## config.mk

```make
export PLATFORM = sky130hd
export DESIGN_NAME = urp_port
export DESIGN_NICKNAME = d
export VERILOG_FILES = /design/src/logic/urp_pkg.sv /design/src/logic/urp_port.sv /design/src/logic/urp_sync.sv /design/src/logic/urp_eop.sv
export SDC_FILE = /design/constraint.sdc
export NUM_CORES = 1
export LEC_CHECK = 0
export BUFFER_PORTS_ARGS = -buffer_cell sky130_fd_sc_hd__buf_2
export CORE_ASPECT_RATIO = 0.5
export CORE_MARGIN = 2
export CORE_UTILIZATION = 45
export CTS_BUF_LIST = sky130_fd_sc_hd__clkbuf_8
export DETAILED_ROUTE_END_ITERATION = 6
export HOLD_SLACK_MARGIN = 0.12
export PLACE_DENSITY = 0.69
export SLEW_MARGIN = 20
export SYNTH_ARGS = -nofsm -noshare
export SYNTH_HDL_FRONTEND = slang
export SYNTH_SLANG_ARGS = --single-unit
```

## constraint.sdc

```tcl
create_clock -name mclk -period 3.1 [get_ports mclk]
set_clock_uncertainty 0.2 [all_clocks]
set_input_delay 0 -clock mclk [delete_from_list [all_inputs] [get_ports mclk]]
set_output_delay 0 -clock mclk [all_outputs]
set_load 0.005 [all_outputs]
```

## src/logic/urp_pkg.sv

```systemverilog
// Constants shared by the root-hub port status and resume logic
package urp_pkg;
    // Port status and control register field positions
    localparam int PSC_CONN_BIT = 0;
    localparam int PSC_CONN_CHG_BIT = 1;
    localparam int PSC_ENABLE_BIT = 2;
    localparam int PSC_EN_CHG_BIT = 3;
    localparam int PSC_LINE_LO_BIT = 4;
    localparam int PSC_LINE_HI_BIT = 5;
    localparam int PSC_RESUME_BIT = 6;
    localparam int PSC_RSVD_ONE_BIT = 7;
    localparam int PSC_LOW_SPEED_BIT = 8;
    localparam int PSC_PORT_RESET_BIT = 9;
    localparam int PSC_SUSPEND_BIT = 12;
    localparam int PSC_WIDTH = 16;
    // Register offsets from the I/O base, one word per port
    localparam logic [7:0] PSC_PORT1_OFFSET = 8'h10;
    localparam logic [7:0] PSC_PORT2_OFFSET = 8'h12;
    // Values after reset
    localparam logic [15:0] PSC_RESET_VALUE = 16'h0000;
    localparam logic [1:0] LINE_RESET_VALUE = 2'h0;
    // Host command and status bits the port logic is tied to
    localparam int HCMD_GSUSPEND_BIT = 3;
    localparam int HCMD_GRESUME_BIT = 4;
    localparam int HSTS_RESUME_BIT = 2;
    // Timing: one low-speed bit at 1.5 Mb/s against a 40 MHz clock
    localparam int CLK_PERIOD_PS = 25000;
    localparam int LS_BIT_PS = 666667;
    localparam int LS_BIT_CYCLES = (LS_BIT_PS + CLK_PERIOD_PS - 1) / CLK_PERIOD_PS;
    localparam int EOP_SE0_BITS = 2;
    localparam int EOP_J_BITS = 1;
    localparam int EOP_SE0_CYCLES = EOP_SE0_BITS * LS_BIT_CYCLES;
    localparam int EOP_TOTAL_CYCLES = (EOP_SE0_BITS + EOP_J_BITS) * LS_BIT_CYCLES;
    localparam int EOP_CNT_W = 8;
    // Port state decoded from enable and suspend
    typedef enum logic [1:0] {
        URP_ST_DISABLED = 2'b00,
        URP_ST_ENABLED = 2'b01,
        URP_ST_SUSPENDED = 2'b11
    } urp_state_e;
endpackage : urp_pkg

```

## src/logic/urp_port.sv

```systemverilog
// Root-hub port status, control and resume logic for one downstream port
`timescale 1ns/1ps
`default_nettype none
module urp_port (
    input wire logic mclk,
    input wire logic reset_n,
    input wire logic clk_en,
    input wire logic reg_wr,
    input wire logic [urp_pkg::PSC_WIDTH-1:0] reg_wdata,
    output logic [urp_pkg::PSC_WIDTH-1:0] reg_rdata,
    input wire logic global_suspend,
    input wire logic global_resume,
    input wire logic xact_busy,
    input wire logic eof2_strobe,
    input wire logic eof2_fault,
    input wire logic dp_in,
    input wire logic dm_in,
    output logic dp_out,
    output logic dm_out,
    output logic line_oe,
    output logic port_enabled,
    output logic host_resume_set
);
    import urp_pkg::*;

    // Idle J: D+ high at full speed, D- high at low speed
    function automatic logic line_is_j(input logic [1:0] ln, input logic ls);
        line_is_j = ls ? (ln == 2'b01) : (ln == 2'b10);
    endfunction : line_is_j

    function automatic logic line_is_k(input logic [1:0] ln, input logic ls);
        line_is_k = ls ? (ln == 2'b10) : (ln == 2'b01);
    endfunction : line_is_k

    logic [1:0] line_s;
    logic [1:0] line_prev_reg;
    logic conn_reg, conn_next, conn_chg_reg, conn_chg_next;
    logic en_reg, en_next, en_chg_reg, en_chg_next, dis_pend_reg, dis_pend_next;
    logic susp_reg, susp_next, prst_reg, prst_next, ls_reg, ls_next;
    logic res_reg, res_next, res_clr_reg, res_clr_next;
    logic [1:0] lstat_reg, lstat_next;
    logic dp_reg, dp_next, dm_reg, dm_next, oe_reg, oe_next;
    logic hres_reg, hres_next;
    logic [PSC_WIDTH-1:0] rdata_reg, rdata_next;
    logic eop_start, eop_busy, eop_se0, eop_done;
    logic drive_k, conn_evt, jk_evt, hw_disable;
    urp_state_e state;

    urp_sync u_sync (
        .mclk(mclk),
        .reset_n(reset_n),
        .clk_en(clk_en),
        .pin_in({dp_in, dm_in}),
        .pin_sync(line_s)
    );

    urp_eop u_eop (
        .mclk(mclk),
        .reset_n(reset_n),
        .clk_en(clk_en),
        .start(eop_start),
        .busy(eop_busy),
        .se0(eop_se0),
        .done(eop_done)
    );

    // Port state from enable and suspend
    assign state = !en_reg ? URP_ST_DISABLED :
                   (susp_reg ? URP_ST_SUSPENDED : URP_ST_ENABLED);

    // Line events, masked while we drive so our own signalling is not seen
    assign drive_k = (res_reg && !res_clr_reg && state == URP_ST_SUSPENDED)
                     || (global_resume && en_reg);
    assign conn_evt = !oe_reg && ((line_s != 2'b00) != conn_reg);
    assign jk_evt = !oe_reg && state == URP_ST_SUSPENDED
                    && line_is_j(line_prev_reg, ls_reg) && line_is_k(line_s, ls_reg);
    // Disconnect at once; fault only at the checkpoint of an enabled port
    assign hw_disable = (conn_evt && conn_reg) || (eof2_strobe && eof2_fault && en_reg);

    // Resume bit and end-of-packet sequencing
    always_comb begin
        res_next = res_reg;
        res_clr_next = res_clr_reg;
        eop_start = 1'b0;
        if (reg_wr && reg_wdata[PSC_RESUME_BIT]) begin
            res_next = 1'b1;
            res_clr_next = 1'b0;
        end else if (reg_wr && res_reg && !res_clr_reg) begin
            eop_start = 1'b1;
            res_clr_next = 1'b1;
        end
        if (res_clr_reg && eop_done) begin
            res_next = 1'b0;
            res_clr_next = 1'b0;
        end
        if (jk_evt) begin
            res_next = 1'b1;
            res_clr_next = 1'b0;
        end
    end

    // Enable, suspend, port reset and disable deferral
    always_comb begin
        en_next = en_reg;
        dis_pend_next = dis_pend_reg;
        susp_next = susp_reg;
        prst_next = prst_reg;
        if (reg_wr) begin
            susp_next = reg_wdata[PSC_SUSPEND_BIT];
            prst_next = reg_wdata[PSC_PORT_RESET_BIT];
            if (reg_wdata[PSC_ENABLE_BIT]) begin
                en_next = 1'b1;
                dis_pend_next = 1'b0;
            end else if (en_reg) begin
                dis_pend_next = 1'b1;
            end
        end
        if (dis_pend_reg && !xact_busy) begin
            en_next = 1'b0;
            dis_pend_next = 1'b0;
        end
        if (hw_disable) begin
            en_next = 1'b0;
            dis_pend_next = 1'b0;
        end
        if (!en_next) begin
            susp_next = 1'b0;
        end
    end

    // Connect, change flags, speed and line status; set beats clear
    always_comb begin
        conn_next = conn_reg;
        ls_next = ls_reg;
        lstat_next = lstat_reg;
        conn_chg_next = conn_chg_reg;
        en_chg_next = en_chg_reg;
        if (reg_wr && reg_wdata[PSC_CONN_CHG_BIT]) begin
            conn_chg_next = 1'b0;
        end
        if (reg_wr && reg_wdata[PSC_EN_CHG_BIT]) begin
            en_chg_next = 1'b0;
        end
        if (conn_evt) begin
            conn_next = !conn_reg;
            conn_chg_next = 1'b1;
            if (!conn_reg) begin
                ls_next = line_s[0];
            end
        end
        if (hw_disable) begin
            en_chg_next = 1'b1;
        end
        if (eof2_strobe) begin
            lstat_next = {line_s[0], line_s[1]};
        end
    end

    // Pin drive: EOP first, then K; registered outputs
    always_comb begin
        oe_next = eop_busy || eop_start || drive_k;
        dp_next = 1'b0;
        dm_next = 1'b0;
        if (eop_busy && !eop_se0) begin
            dp_next = 1'b0;
            dm_next = 1'b1;
        end else if (!eop_busy && !eop_start && drive_k) begin
            dp_next = ls_reg;
            dm_next = !ls_reg;
        end
        // Wake the host controller only while it is globally suspended
        hres_next = global_suspend && ((res_next && !res_reg)
                    || (conn_chg_next && (!conn_chg_reg || conn_evt))
                    || (en_chg_next && !en_chg_reg)
                    || (!oe_reg && en_reg && line_is_k(line_s, ls_reg)));
        rdata_next = '0;
        rdata_next[PSC_CONN_BIT] = conn_reg;
        rdata_next[PSC_CONN_CHG_BIT] = conn_chg_reg;
        rdata_next[PSC_ENABLE_BIT] = en_reg;
        rdata_next[PSC_EN_CHG_BIT] = en_chg_reg;
        rdata_next[PSC_LINE_HI_BIT:PSC_LINE_LO_BIT] = lstat_reg;
        rdata_next[PSC_RESUME_BIT] = res_reg;
        rdata_next[PSC_RSVD_ONE_BIT] = 1'b1;
        rdata_next[PSC_LOW_SPEED_BIT] = ls_reg;
        rdata_next[PSC_PORT_RESET_BIT] = prst_reg;
        rdata_next[PSC_SUSPEND_BIT] = susp_reg;
    end

    // State registers; all values after reset are constants
    always_ff @(posedge mclk or negedge reset_n) begin
        if (!reset_n) begin
            conn_reg <= 1'b0;
            conn_chg_reg <= 1'b0;
            en_reg <= 1'b0;
            en_chg_reg <= 1'b0;
            dis_pend_reg <= 1'b0;
            susp_reg <= 1'b0;
            prst_reg <= 1'b0;
            ls_reg <= 1'b0;
            res_reg <= 1'b0;
            res_clr_reg <= 1'b0;
            lstat_reg <= LINE_RESET_VALUE;
            line_prev_reg <= 2'h0;
            dp_reg <= 1'b0;
            dm_reg <= 1'b0;
            oe_reg <= 1'b0;
            hres_reg <= 1'b0;
            rdata_reg <= PSC_RESET_VALUE;
        end else if (clk_en) begin
            conn_reg <= conn_next;
            conn_chg_reg <= conn_chg_next;
            en_reg <= en_next;
            en_chg_reg <= en_chg_next;
            dis_pend_reg <= dis_pend_next;
            susp_reg <= susp_next;
            prst_reg <= prst_next;
            ls_reg <= ls_next;
            res_reg <= res_next;
            res_clr_reg <= res_clr_next;
            lstat_reg <= lstat_next;
            line_prev_reg <= line_s;
            dp_reg <= dp_next;
            dm_reg <= dm_next;
            oe_reg <= oe_next;
            hres_reg <= hres_next;
            rdata_reg <= rdata_next;
        end
    end

    assign reg_rdata = rdata_reg;
    assign dp_out = dp_reg;
    assign dm_out = dm_reg;
    assign line_oe = oe_reg;
    assign port_enabled = en_reg;
    assign host_resume_set = hres_reg;
endmodule : urp_port
`default_nettype wire

```

## src/logic/urp_sync.sv

```systemverilog
// Two flip-flop synchroniser for the D+ and D- pins
`timescale 1ns/1ps
`default_nettype none
module urp_sync (
    input wire logic mclk,
    input wire logic reset_n,
    input wire logic clk_en,
    input wire logic [1:0] pin_in,
    output logic [1:0] pin_sync
);
    logic [1:0] meta_reg;
    logic [1:0] sync_reg;

    // First stage feeds only the second stage
    always_ff @(posedge mclk or negedge reset_n) begin
        if (!reset_n) begin
            meta_reg <= 2'h0;
            sync_reg <= 2'h0;
        end else if (clk_en) begin
            meta_reg <= pin_in;
            sync_reg <= meta_reg;
        end
    end

    assign pin_sync = sync_reg;
endmodule : urp_sync
`default_nettype wire

```

## src/logic/urp_eop.sv

```systemverilog
// Low-speed end-of-packet generator: two bit times of SE0, then one of J
`timescale 1ns/1ps
`default_nettype none
module urp_eop (
    input wire logic mclk,
    input wire logic reset_n,
    input wire logic clk_en,
    input wire logic start,
    output logic busy,
    output logic se0,
    output logic done
);
    import urp_pkg::*;
    logic [EOP_CNT_W-1:0] cnt_reg;
    logic [EOP_CNT_W-1:0] cnt_next;
    logic done_next;
    logic done_reg;

    // Count down through the whole end-of-packet; start is ignored while busy
    always_comb begin
        cnt_next = cnt_reg;
        done_next = 1'b0;
        if (cnt_reg != '0) begin
            cnt_next = cnt_reg - 1'b1;
            done_next = (cnt_reg == EOP_CNT_W'(1));
        end else if (start) begin
            // The start cycle already shows SE0 at the pins, so load one less
            cnt_next = EOP_CNT_W'(EOP_TOTAL_CYCLES - 1);
        end
    end

    always_ff @(posedge mclk or negedge reset_n) begin
        if (!reset_n) begin
            cnt_reg <= '0;
            done_reg <= 1'b0;
        end else if (clk_en) begin
            cnt_reg <= cnt_next;
            done_reg <= done_next;
        end
    end

    assign busy = (cnt_reg != '0);
    // SE0 for the first part, J for the last bit time
    assign se0 = (cnt_reg > EOP_CNT_W'(EOP_TOTAL_CYCLES - EOP_SE0_CYCLES));
    assign done = done_reg;
endmodule : urp_eop
`default_nettype wire

```

* Word-level counts from Yosys, hierarchy flattened *
Index checks and enable logic that the tools add are counted.

storage, ports and cells
  register bits = 42
  logic and storage cells = 126

cells by class
  add/sub/neg operators = 1
  magnitude comparators = 1
  equality and inequality tests = 8
  multiplexer cells = 35
  bitwise gates (word level) = 1
  reduce and logical (&&, ||, !) cells = 59

operators by type and width
  operator             count
  $mux 1               31
  $logic_and 1x1->1    26
  $mux 8               2
  $reduce_and 2->1     6
  $logic_not 1->1      11
  $eq 8x1->1 const B   1
  $gt 8x5->1 const B   1
  $logic_or 1x1->1     8
  $reduce_bool 4->1    2
  $reduce_bool 8->1    1
  $sub 8x1->8 const B  1
  $eq 2x2->1 const B   3
  $reduce_and 3->1     2
  $eq 2x1->1 const B   2
  $mux 2               2
  $reduce_bool 2->1    2
  $reduce_bool 3->1    1
  $ne 2x2->1 const B   1
  $ne 1x1->1           1
  $not 1->1            1

* Logic depth before layout (Yosys ltp) *
Gate-level depths: netlist (run 1).

  depth after elaboration = 12
  depth in mapped cells = 6
  depth with buffers taken out = 6

* Cells and area by module *
A second synthesis (run 1) with hierarchy kept.

second synthesis, totals
  cell total of the unflattened synthesis = 191
  area total of the unflattened synthesis = 2164.6 sq um

modules (own cells, without submodules)
  module    times used  cells each  area an instance (sq um)  seq. area each (sq um)
  urp_port  1           125         1468.9                    725.7
  urp_eop   1           58          550.5                     225.2
  urp_sync  1           8           145.1                     100.1

* Least setup slack after synthesis (run 1) *
OpenSTA, ideal clock, no wires.

  kind = register to register
  start = register u_eop.cnt_reg[0]
  end = register u_eop.cnt_reg[0]
  library setup time = 83 ps
  data arrival time = 1545 ps
  required time = 2817 ps
  path slack = 1273 ps
  cell stages (with the launch flop) = 7
  period minus slack after synthesis = 1827 ps
  path through = dfrtp_1 -> inv_1 -> ha_1 -> or4b_4 -> o31ai_2 -> nand2_1 -> o21ai_0

on the way
  cells in the longest elaborated chain, start to end = 3

ends and longest elaborated chain
  item                                                 RTL line       text
  start: declaration                                   urp_eop.sv:14  logic [EOP_CNT_W-1:0] cnt_reg;
  start signal: assignment                             urp_eop.sv:37  cnt_reg <= cnt_next;
  branches (longest 3 deep; another with $sub 8x1->8)  --

Parallel ways; which one is timed is not known.
A chain may end at the register's enable or synchronous reset.

* Worst setup path in the final report (run 1) *
  start = register u_sync.sync_reg[1] (netlist: u_sync.pin_sync[1])
  end = register susp_reg

on the way
  cells in the longest elaborated chain, start to end = 8

ends and longest elaborated chain
  item                               RTL line         text
  start: declaration                 urp_sync.sv:12   logic [1:0] sync_reg;
  start signal: assignment           urp_sync.sv:21   sync_reg <= meta_reg;
  $reduce_bool 2->1 *                urp_port.sv:74   assign conn_evt = !oe_reg && ((line_s != 2'b00) != conn_reg);
  $ne 1x1->1 *                       urp_port.sv:74
  $logic_and 1x1->1 *                urp_port.sv:74
  $logic_and 1x1->1 *                urp_port.sv:78   assign hw_disable = (conn_evt && conn_reg) || (eof2_strobe && eof2_fault && en_reg);
  $logic_or 1x1->1 *                 urp_port.sv:78
  $mux 1 *                           urp_port.sv:122  if (hw_disable) begin
  $ne 2x2->1 (no source line)        --
  $reduce_and 2->1 (no source line)  --
  end signal: assignment             urp_port.sv:215  susp_reg <= susp_next;
  end: declaration                   urp_port.sv:39   logic susp_reg, susp_next, prst_reg, prst_next, ls_reg, ls_next;

Every way passes the cells marked *; elsewhere a longest branch is shown, timed or not.

==> results of run 1 <==
-- worst max-delay path: stages, from the launching register on --
cell and delay, ns:
dfrtp_1 0.48, o41ai_1 0.50, o21a_1 0.23, dlygate4sd3_1 0.57
a21oi_1 0.05, dlygate4sd3_1 0.57
-- final cells by class --
cell class,count,area (µm²),share of cell area (%)
Clock buffer,5,68.8,2.66
Clock inverter,3,37.5,1.45
Inverter,8,30.0,1.16
Multi-Input combinational cell,132,920,35.6
Sequential cell,42,1050,40.6
Tap cell,57,71.3,2.76
Timing Repair Buffer,57,408,15.8
-- logic make-up (layout without fill, tap and decap cells) --
kind of cell,Yosys count,after routing
adder cells (fa/ha/maj),3,3
AND/OR/NAND/NOR,61,61
flip-flops,42,42
other,1,5
multiplexers,21,21
buffers and inverters,22,73
AO/OA/AOI/OAI,42,42
-- through the flow --
stage / worst slack (ns) / utilization [%] / cells / cell area, µm² / hold WS (ns)
after global routing: 0.247 / 58.5 / 304 / 2590 / 0.280
after detailed placement: 1.10 / 50.6 / 272 / 2240 / 0.00114
after floorplan: 1.27 / - / 196 / 2090 / -0.496
after CTS: 0.415 / 58.5 / 304 / 2590 / 0.212
after global placement: 1.11 / 50.6 / 272 / 2240 / -0.0172
final: 0.372 / 58.5 / 304 / 2590 / 0.182
-- cell usage after synthesis, types with 4 or more instances --
library cell	number
a31oi_1	8
a21oi_1	7
a22o_1	4
nand2_1	14
nor3_1	5
buf_4	5
dfrtp_1	42
o21ai_0	9
nor4_1	4
inv_1	8
nand3_1	6
nor2_1	11
clkbuf_1	6
mux2_2	20
nand4b_1	4
-- repair_timing --
item,4_1_cts,5_1_grt
hold buffers,24,0
endpoints found under the setup margin,0,0
hold endpoints to repair,65,0
-- cell usage in the layout (no fill, tap or decap), types with 5 or more instances in the layout --
master and instances:
nand2_1 14, a31oi_1 8, mux2_2 20, inv_1 10, conb_1 5, dfrtp_1 42, nand3_1 6, nor3_1 5
dlygate4sd3_1 24, clkbuf_8 5, buf_2 32, a21oi_1 7, o21ai_0 9, nor2_1 11
-- worst max path at each step --
stage	cells past startpoint	slack [ns]	end	start
final	5	0.37	susp_reg	u_sync.pin_sync[1]
after global routing	5	0.25	susp_reg	u_sync.pin_sync[1]
after CTS	5	0.41	susp_reg	u_sync.pin_sync[1]
after detailed placement	6	1.10	u_eop.cnt_reg[1]	u_eop.cnt_reg[0]
after global placement	6	1.11	line_oe	u_eop.cnt_reg[0]
after floorplan	6	1.27	u_eop.cnt_reg[0]	u_eop.cnt_reg[0]
-- per-layer routing --
metal  track usage (%)  up-vias  share of wire [%]
li1                  -      793                  -
met1              21.8      802                 48
met2              29.2       40                 47
met3              4.44        5                4.0
met4              5.48        0               0.88
met5                 0        -                  0
-- power groups by stage --
stage / Sequential (mW) / Clock (mW) / Combinational (mW)
2_1_floorplan: 0.829 / 0 / 0.343
3_3_place_gp: 0.867 / 0 / 0.436
3_5_place_dp: 0.879 / 0 / 0.450
4_1_cts: 0.869 / 0.429 / 0.509
5_1_grt: 0.901 / 0.452 / 0.567
6_report: 0.873 / 0.415 / 0.505
==> impl_metrics.csv, run 1 <==
group,metric,value,unit
clock_network,cts_sinks,42,
clock_network,cts-resized-gates,0,
finish,insertedDiodeCount,0,
critical_path,cp_data_required_time,3.07,ns
sta,fin_crit,2.73,ns
synth,synth.ff_latch_count,42,
grt,grt_usage,17.2,%
clock_network,cts_setup_buffers,0,
sta,relSlewSlack,38.8,%
routing,routed_via_density,5.39,
pwr,vdd_ir_drop_max,0.000328,V
critical_path,crit_fanout,10,
clock_network,path_clk_slew,0.08,ns
synth,synth_edf_count,0,
grt,grt_pass1_wl,6780,µm
floorplanning,die_w,100,µm
pwr,cellPowerDensity,693,nW/µm²
pwr,p_sw,0.576,mW
pwr,clkPwrFrac,23.1,%
critical_path,r2r_cells,5,
synth,syn_area,2080,µm²
flow_run,max_cap_violations,0,
clock_network,cts_tree,"done",
critical_path,critPathKind,"reg -> reg",
sta,max_slew.worst_pin.slew,0.918,ns
synth,yosysTopAreaCell,"dfrtp_1",
status,run_status,"finished, final reports clean",
finish,largest_register_ffs,11,
synth,yosys_warnings,0,
finish,area_growth,24.4,%
pwr,pwr-share-seq,48.7,%
synth,yosys.area_share.simple,16.9,%
clock_network,cts_buffers,5,
synth,synth_top_cell_area_share,50.6,%
clock_network,clockBufferDepth,2,
routing,route.detailed.drc,0,
floorplanning,die_y,52.1,µm
critical_path,endpoint_kind,"flop",
synth,postSynth.asyncResetShare,100,%
synth,yosysSeqAreaShare,50.6,%
grt,grt_pass1_vias,1484,
sta,rsz0062_at_grt,"no",
routing,routed_wl,4100,µm
synth,netlist_instances,192,
finish,fill_cells,362,
synth,synth_top_family_by_area,"simple AND/OR/NAND/NOR gates",
routing,num_vias,1640,
synth,yosys.area_share.xor_xnor,0,%
routing,wl_per_cell,13.5,µm
grt,overflow,0,
sta,hold_viol_final,0,
routing,drt_iter0_drc,93,
floorplanning,core,4420,µm²
synth,synthDistinctLibCells,42,
sta,fmax,367,MHz
critical_path,r2r_end,"susp_reg",
grt,grt_max_degree,43,
worst_hold_path,hold_class,"in -> async",
sta,setup_viol,0,
critical_path,worst_setup_path_start_kind,"flop",
critical_path,r2r_slack,0.37,ns
floorplanning,row_count,17,
floorplanning,start_util,47.0,%
pwr,comb_power_share,28.2,%
pwr,p_sw_share,32.1,%
sta,setup_tns,0,ns
sta,min_period_over_period,88.0,%
floorplanning,io_pins,48,
pwr,p_leak,1.14,nW
finish,drive_gt1_share,26.3,%
synth,dominantRegCellSynth,"dfrtp_1",
clock_network,cts_root_buffer,"clkbuf_8",
placed_design,place_hpwl,2790,µm
critical_path,r2r_start,"u_sync.pin_sync[1]",
clock_network,insertion_delay,0.30,ns
synth,synth.area.mux_share,11.3,%
placed_design,portBuffers,32,
placed_design,gp_congestion,0.842,
synth,synthTopCellsByArea,"dfrtp_1 (51%), mux2_2 (11%), nand2_1 (2.5%)",
synth,synth_fa_ha_area_share,1.81,%
synth,synth_compound_area_share,13.3,%
pwr,p_total,1.79,mW
grt,antenna_found_initial,0,
synth,avgSynthCellArea,10.8,µm²
floorplanning,dieArea,5210,µm²
routing,drtAntennaViolNets,0,
routing,dr.pass1.iters,5,
clock_network,htreeDepth,2,
finish,fin_nets,276,
pwr,p_int,1.22,mW
sta,finalMaxSlewViolations,0,
critical_path,arrival,2.69,ns
Note: power is estimated with default switching activity, not from simulation.
==> run 2, diff against run 1 <==
--- a/config.mk
+++ b/config.mk
@@ -5,11 +5,12 @@
 export SDC_FILE = /design/constraint.sdc
 export NUM_CORES = 1
 export LEC_CHECK = 0
+export ABC_AREA = 1
 export BUFFER_PORTS_ARGS = -buffer_cell sky130_fd_sc_hd__buf_2
 export CORE_ASPECT_RATIO = 0.5
 export CORE_MARGIN = 2
 export CORE_UTILIZATION = 45
-export CTS_BUF_LIST = sky130_fd_sc_hd__clkbuf_8
+export CTS_BUF_LIST = sky130_fd_sc_hd__clkbuf_16
 export DETAILED_ROUTE_END_ITERATION = 6
 export HOLD_SLACK_MARGIN = 0.12
 export PLACE_DENSITY = 0.69
==> run 2 against run 1 <==
  * Cell area up 3.8%
  * Cell count up 24%
  * Die area down 1.5%
  * Clock-buffer cell count unchanged
  * Routed wire length up 15%
  * Sequential power down 3.6%
  * Hold slack better by 0.014 ns
  * Fmax down 5.2%
  * Setup slack worse by 0.15 ns
  * Synthesized cell count up 32%
  * Combinational power up 33%
  * Sequential share of layout area down 1.5 points
  * Highest routed layer unchanged
==> impl_metrics.csv, run 2 <==
group,metric,value,unit
synth,yosysTopAreaCell,"dfrtp_1",
finish,fin_nets,349,
critical_path,arrival,2.84,ns
synth,postSynth.asyncResetShare,100,%
synth,synth_top_cell_area_share,51.4,%
synth,yosys_warnings,0,
critical_path,worst_setup_path_start_kind,"input pin",
clock_network,cts_tree,"done",
routing,num_vias,1890,
grt,antenna_found_initial,0,
placed_design,place_inst,337,
synth,synthDistinctLibCells,29,
routing,drt_iter0_drc,89,
critical_path,crit_slowest_cell,"dlygate4sd3_1",
placed_design,place_hpwl,2920,µm
finish,insertedDiodeCount,0,
synth,netlist_instances,254,
synth,synth.ff_latch_count,42,
finish,area_growth,31.3,%
finish,final_cell_mix,"nand2_1 (94), dfrtp_1 (42), dlygate4sd3_1 (32), buf_2 (32), o21ai_0 (24)",
grt,grt_usage,20.1,%
sta,hold_viol_final,0,
routing,wl_per_cell,12.5,µm
sta,fin_ws,0.221,ns
status,run_status,"finished, final reports clean",
floorplanning,row_count,17,
finish,final_common_cell,"nand2_1",
critical_path,crit_fanout,20,
routing,routed_via_density,5.03,
synth,yosysSeqAreaShare,51.4,%
sta,setup_viol,0,
sta,relSlewSlack,38.7,%
critical_path,endpoint_kind,"flop",
sta,setup_tns,0,ns
sta,finalMaxSlewViolations,0,
placed_design,gp_congestion,0.840,
clock_network,insertion_delay,0.28,ns
synth,synthTopCellsByCount,"nand2_1 (94), dfrtp_1 (42), o21ai_0 (24)",
critical_path,cp_data_required_time,3.06,ns
synth,synth_edf_count,0,
routing,routed_wl,4700,µm
floorplanning,io_pins,48,
synth,yosysMostFrequentCell,"nand2_1",
synth,avgSynthCellArea,8.05,µm²
sta,rsz0062_at_grt,"no",
floorplanning,die_y,51.7,µm
critical_path,crit_chain,"dlygate4sd3_1 -> buf_2 -> inv_1 -> o31ai_1 -> dlygate4sd3_1 -> nor2_1 -> dlygate4sd3_1",
finish,utilization,61.3,%
placed_design,portBuffers,32,
grt,grt_max_degree,43,
sta,fin_crit,2.88,ns
finish,largest_register_ffs,11,
clock_network,path_clk_slew,0.06,ns
critical_path,critPathMaxStageDelay,0.66,ns
worst_hold_path,hold_class,"in -> async",
finish,fill_cells,369,
clock_network,cts-resized-gates,0,
grt,grt_pass1_wl,8010,µm
synth,synthTopCellsByArea,"dfrtp_1 (51%), nand2_1 (17%), o21ai_0 (5.9%)",
grt,overflow,0,
synth,dominantRegCellSynth,"dfrtp_1",
routing,dr.pass1.iters,4,
routing,route.detailed.drc,0,
clock_network,cts_sinks,42,
floorplanning,start_util,46.7,%
clock_network,clockBufferDepth,2,
grt,grt_pass1_vias,1818,
floorplanning,die_w,99.4,µm
floorplanning,dieArea,5130,µm²
routing,drtAntennaViolNets,0,
sta,min_period_over_period,92.9,%
clock_network,cts_root_buffer,"clkbuf_16",
critical_path,path_common_cell,"dlygate4sd3_1",
critical_path,path_buf_inv,5,
placed_design,post-place-ws,1.25,ns
finish,drive_gt1_share,14.1,%
sta,max_slew.worst_pin.slew,0.920,ns
pwr,p_leak,1.37,nW
sta,fmax,347,MHz
floorplanning,core,4380,µm²
synth,syn_area,2050,µm²
critical_path,critPathKind,"in -> reg",
flow_run,max_cap_violations,0,
clock_network,cts_buffers,5,
finish,stdcell_count,376,
clock_network,htreeDepth,2,
critical_path,crit_family,"buffers and inverters",
pwr,cellPowerDensity,744,nW/µm²
pwr,vdd_ir_drop_max,0.000323,V
[run 2: cell count changes in the layout (fill, tap and decap cells not counted), sizes merged, moves of 6 or more]
cell / delta
o21ai: +15
nand2: +82
nand3: +7
inv: +13
a31oi: -6
nor2: +6
nand4: +6
dlygate4sd3: +8
mux2: -20
[run 2: metrics by stage]
| stage | cell area [µm²] | total power [mW] | hold slack (ns) |
|---|---|---|---|
| floorplan | 2060 | 1.25 | -0.496 |
| global placement | 2230 | 1.41 | -0.0159 |
| detailed placement | 2230 | 1.44 | -0.000348 |
| CTS | 2690 | 2.00 | 0.251 |
| global route | 2690 | 2.15 | 0.280 |
| finish | 2690 | 2.00 | 0.195 |
[run 2: report_power, final]
| part | switching, mW | leakage (nW) | internal (mW) |
|---|---|---|---|
| logic | 0.377 | 0.777 | 0.297 |
| registers | 0.136 | 0.520 | 0.706 |
| clock network | 0.193 | 0.0723 | 0.288 |
[run 2: final cells by class]
| class | count | area (µm²) | share of cell area (%) |
|---|---|---|---|
| Sequential cell | 42 | 1050 | 39.1 |
| Multi-Input combinational cell | 185 | 868 | 32.3 |
| Timing Repair Buffer | 64 | 480 | 17.9 |
| Clock buffer | 5 | 125 | 4.66 |
| Inverter | 21 | 81.3 | 3.03 |
| Tap cell | 57 | 71.3 | 2.66 |
| Clock inverter | 2 | 7.51 | 0.280 |
[run 2: logic make-up (layout without fill, tap and decap cells)]
kind of cell / after synthesis / in the layout / share of synthesized area (%)
and+or+nand+nor: 138 / 138 / 28.9
DFF: 42 / 42 / 51.4
AOI/OAI and AO/OA: 35 / 35 / 9.11
buffers and inverters: 31 / 92 / 6.91
xor gates and xnor gates: 4 / 4 / 1.71
adders and majority gates: 3 / 3 / 1.84
other: 1 / 5 / 0.183
[run 2: worst paths after layout]
| path | from | endpoint | slack [ns] | cells past startpoint |
|---|---|---|---|---|
| max | clk_en | dis_pend_reg | 0.22 | 7 |
| min | reset_n | u_eop.cnt_reg[7] | 0.20 | 2 |
| max reg2reg | u_sync.pin_sync[0] | dis_pend_reg | 0.57 | 8 |
| min reg2reg | reg_rdata[5] | reg_rdata[5] | 0.26 | 2 |
| max in group asynchronous | reset_n | reg_rdata[3] | 1.92 | 2 |
| min in group mclk | reg_rdata[5] | reg_rdata[5] | 0.26 | 2 |
[run 2: timing repair]
item	4_1_cts	5_1_grt
hold buffers	32	0
buffers inserted	0	0
hold endpoints to repair	69	0
[run 2: per-layer routing]
layer	global-route usage, %	share of wire, %	vias up	wire length [µm]
li1	-	-	935	-
met2	34.9	50	46	2330
met3	5.11	3.9	7	182
met5	0	0	-	0
met4	7.31	1.3	0	60
met1	24.9	45	902	2120
==> run 3, diff against run 2 <==
--- a/config.mk
+++ b/config.mk
@@ -6,14 +6,14 @@
 export NUM_CORES = 1
 export LEC_CHECK = 0
 export ABC_AREA = 1
-export BUFFER_PORTS_ARGS = -buffer_cell sky130_fd_sc_hd__buf_2
+export BUFFER_PORTS_ARGS = -buffer_cell sky130_fd_sc_hd__buf_4
 export CORE_ASPECT_RATIO = 0.5
 export CORE_MARGIN = 2
 export CORE_UTILIZATION = 45
 export CTS_BUF_LIST = sky130_fd_sc_hd__clkbuf_16
 export DETAILED_ROUTE_END_ITERATION = 6
 export HOLD_SLACK_MARGIN = 0.12
-export PLACE_DENSITY = 0.69
+export PLACE_DENSITY = 0.75
 export SLEW_MARGIN = 20
 export SYNTH_ARGS = -nofsm -noshare
 export SYNTH_HDL_FRONTEND = slang
==> run 3 against run 2 <==
  * Setup slack worse by 0.17 ns
  * Routed wire length rose by 15%
  * Combinational power is 11% higher
  * Total power increased by 13%
  * Fmax fell by 5.5%
  * Clock power up 38%
  * Hold slack better by 0.075 ns
  * Sequential share of layout area decreased by 2.8 points
  * First-iteration DRC count grew 93%
  * Global-route usage is 2.6 points higher
  * Cell area grew 7.8%
==> impl_metrics.csv, run 3 (same netlist as run 2, synthesis figures left out) <==
group,metric,value,unit
status,run_status,"finished, final reports clean",
floorplanning,start_util,46.7,%
clock_network,cts_tree,"done",
routing,route.detailed.drc,0,
routing,routed_via_density,5.15,
grt,grt_max_degree,43,
grt,grt_pass1_wl,9080,µm
sta,fmax,328,MHz
routing,wl_per_cell,14.1,µm
floorplanning,die_w,99.4,µm
routing,top_layer_used,"met4",
routing,drt_iter0_drc,172,
routing,met1Wirelength,2190,µm
critical_path,path_common_cell,"dlygate4sd3_1",
critical_path,cp_data_required_time,3.05,ns
pwr,p_leak,1.43,nW
sta,finalMaxSlewViolations,0,
finish,fin_nets,354,
finish,stdcell_count,382,
floorplanning,io_pins,48,
clock_network,htreeDepth,2,
grt,overflow,0,
critical_path,crit_family,"buffers and inverters",
flow_run,max_cap_violations,0,
critical_path,critPathKind,"in -> reg",
worst_hold_path,hold_class,"reg -> reg",
grt,grt_pass1_vias,1890,
routing,drtAntennaViolNets,0,
critical_path,r2r_slack,0.57,ns
grt,grt_usage,22.7,%
placed_design,portBuffers,32,
finish,area_growth,41.5,%
sta,fin_crit,3.05,ns
clock_network,clockBufferDepth,2,
pwr,vdd_ir_drop_max,0.000332,V
routing,wl_met2,2680,µm
finish,insertedDiodeCount,0,
floorplanning,dieArea,5130,µm²
placed_design,place_hpwl,2900,µm
clock_network,cts_sinks,42,
pwr,cellPowerDensity,782,nW/µm²
placed_design,gp_congestion,0.838,
floorplanning,row_count,17,
placed_design,dpl_cell_area,2310,µm²
finish,final_common_cell,"nand2_1",
finish,drive_gt1_share,15.1,%
critical_path,worst_setup_path_start_kind,"input pin",
routing,dr.pass1.iters,4,
sta,min_period_over_period,98.2,%
finish,final_cell_mix,"nand2_1 (94), dfrtp_1 (42), dlygate4sd3_1 (36)",
sta,relSlewSlack,58.7,%
critical_path,critPathMaxStageDelay,0.61,ns
floorplanning,core,4380,µm²
clock_network,insertion_delay,0.28,ns
routing,num_vias,1968,
finish,final_area,2890,µm²
routing,routed_wl,5400,µm
clock_network,path_clk_slew,0.06,ns
sta,setup_viol,0,
sta,max_slew.worst_pin.slew,0.619,ns
critical_path,crit_fanout,33,
finish,largest_register_ffs,11,
grt,antenna_found_initial,0,
clock_network,cts_buffers,5,
critical_path,crit_chain,"dlygate4sd3_1 -> buf_12 -> nand2_1 -> inv_2 -> nand2_1 -> dlygate4sd3_1 -> nand2_1 -> dlygate4sd3_1 -> nor2_1 -> dlygate4sd3_1",
clock_network,cts_root_buffer,"clkbuf_16",
placed_design,place_inst,337,
critical_path,path_buf_inv,6,
critical_path,endpoint_kind,"flop",
critical_path,arrival,3.00,ns
sta,hold_viol_final,0,
floorplanning,die_y,51.7,µm
critical_path,crit_slowest_cell,"dlygate4sd3_1",
clock_network,cts_setup_buffers,0,
routing,dr_wl_met3,346,µm
-- run 3: changes by cell type in the layout (fill, tap and decap cells not counted) --
| cell | previous run | this run |
|---|---|---|
| buf_4 | 0 | 31 |
| buf_2 | 32 | 0 |
| inv_2 | 0 | 1 |
| clkinv_1 | 0 | 1 |
| inv_1 | 22 | 19 |
| bufinv_16 | 0 | 2 |
| dlygate4sd3_1 | 32 | 36 |
| buf_12 | 0 | 2 |
-- run 3: report_power, final --
part | internal (mW) | switching (mW)
logic | 0.343 | 0.402
clock network | 0.459 | 0.208
registers | 0.706 | 0.147
-- run 3: through the flow --
stage | power [mW] | worst slack (ns) | setup TNS (ns) | hold slack (ns) | util (%)
floorplan | 1.25 | 1.51 | 0 | -0.496 | -
global placement | 1.45 | 1.36 | 0 | -0.187 | 52.8
detailed placement | 1.48 | 1.31 | 0 | -0.182 | 52.8
CTS | 2.23 | 0.0219 | 0 | 0.274 | 65.8
global route | 2.42 | -0.0495 | -0.0495 | 0.295 | 66.0
finish | 2.26 | 0.0548 | 0 | 0.270 | 66.0
-- run 3: per-layer routing --
layer,GRT usage (%),vias up
li1,-,949
met1,28.5,918
met2,40.0,85
met3,4.17,16
met4,8.90,0
met5,0,-
-- run 3: final timing paths --
check,from,end,cells past startpoint
max,clk_en,dis_pend_reg,10
min,reg_rdata[5],reg_rdata[5],2
max reg2reg,u_sync.pin_sync[0],susp_reg,8
min reg2reg,reg_rdata[5],reg_rdata[5],2
max in group asynchronous,reset_n,reg_rdata[2],4
min in group asynchronous,reset_n,u_eop.cnt_reg[6],4
-- run 3: layout make-up --
cell class / count / area, µm²
Clock inverter: 3 / 63.8
Multi-Input combinational cell: 185 / 868
Timing Repair Buffer: 69 / 633
Inverter: 21 / 81.3
Tap cell: 57 / 71.3
Fill cell: 325 / 1490
Clock buffer: 5 / 125
Sequential cell: 42 / 1050
-- run 3: timing repair --
action / 4_1_cts / 5_1_grt
hold endpoints to repair: 78 / 0
setup endpoints to repair: 0 / 2
resized for setup: 0 / 4
hold buffers: 37 / 0
-- run 3: worst reg2reg max path, stage by stage, from the launching register on --
cell,delay (ns)
dfrtp_1,0.41
inv_1,0.16
nand4_1,0.16
nand2_1,0.10
nand2_1,0.08
o31ai_1,0.10
dlygate4sd3_1,0.63
nor3_1,0.05
dlygate4sd3_1,0.55
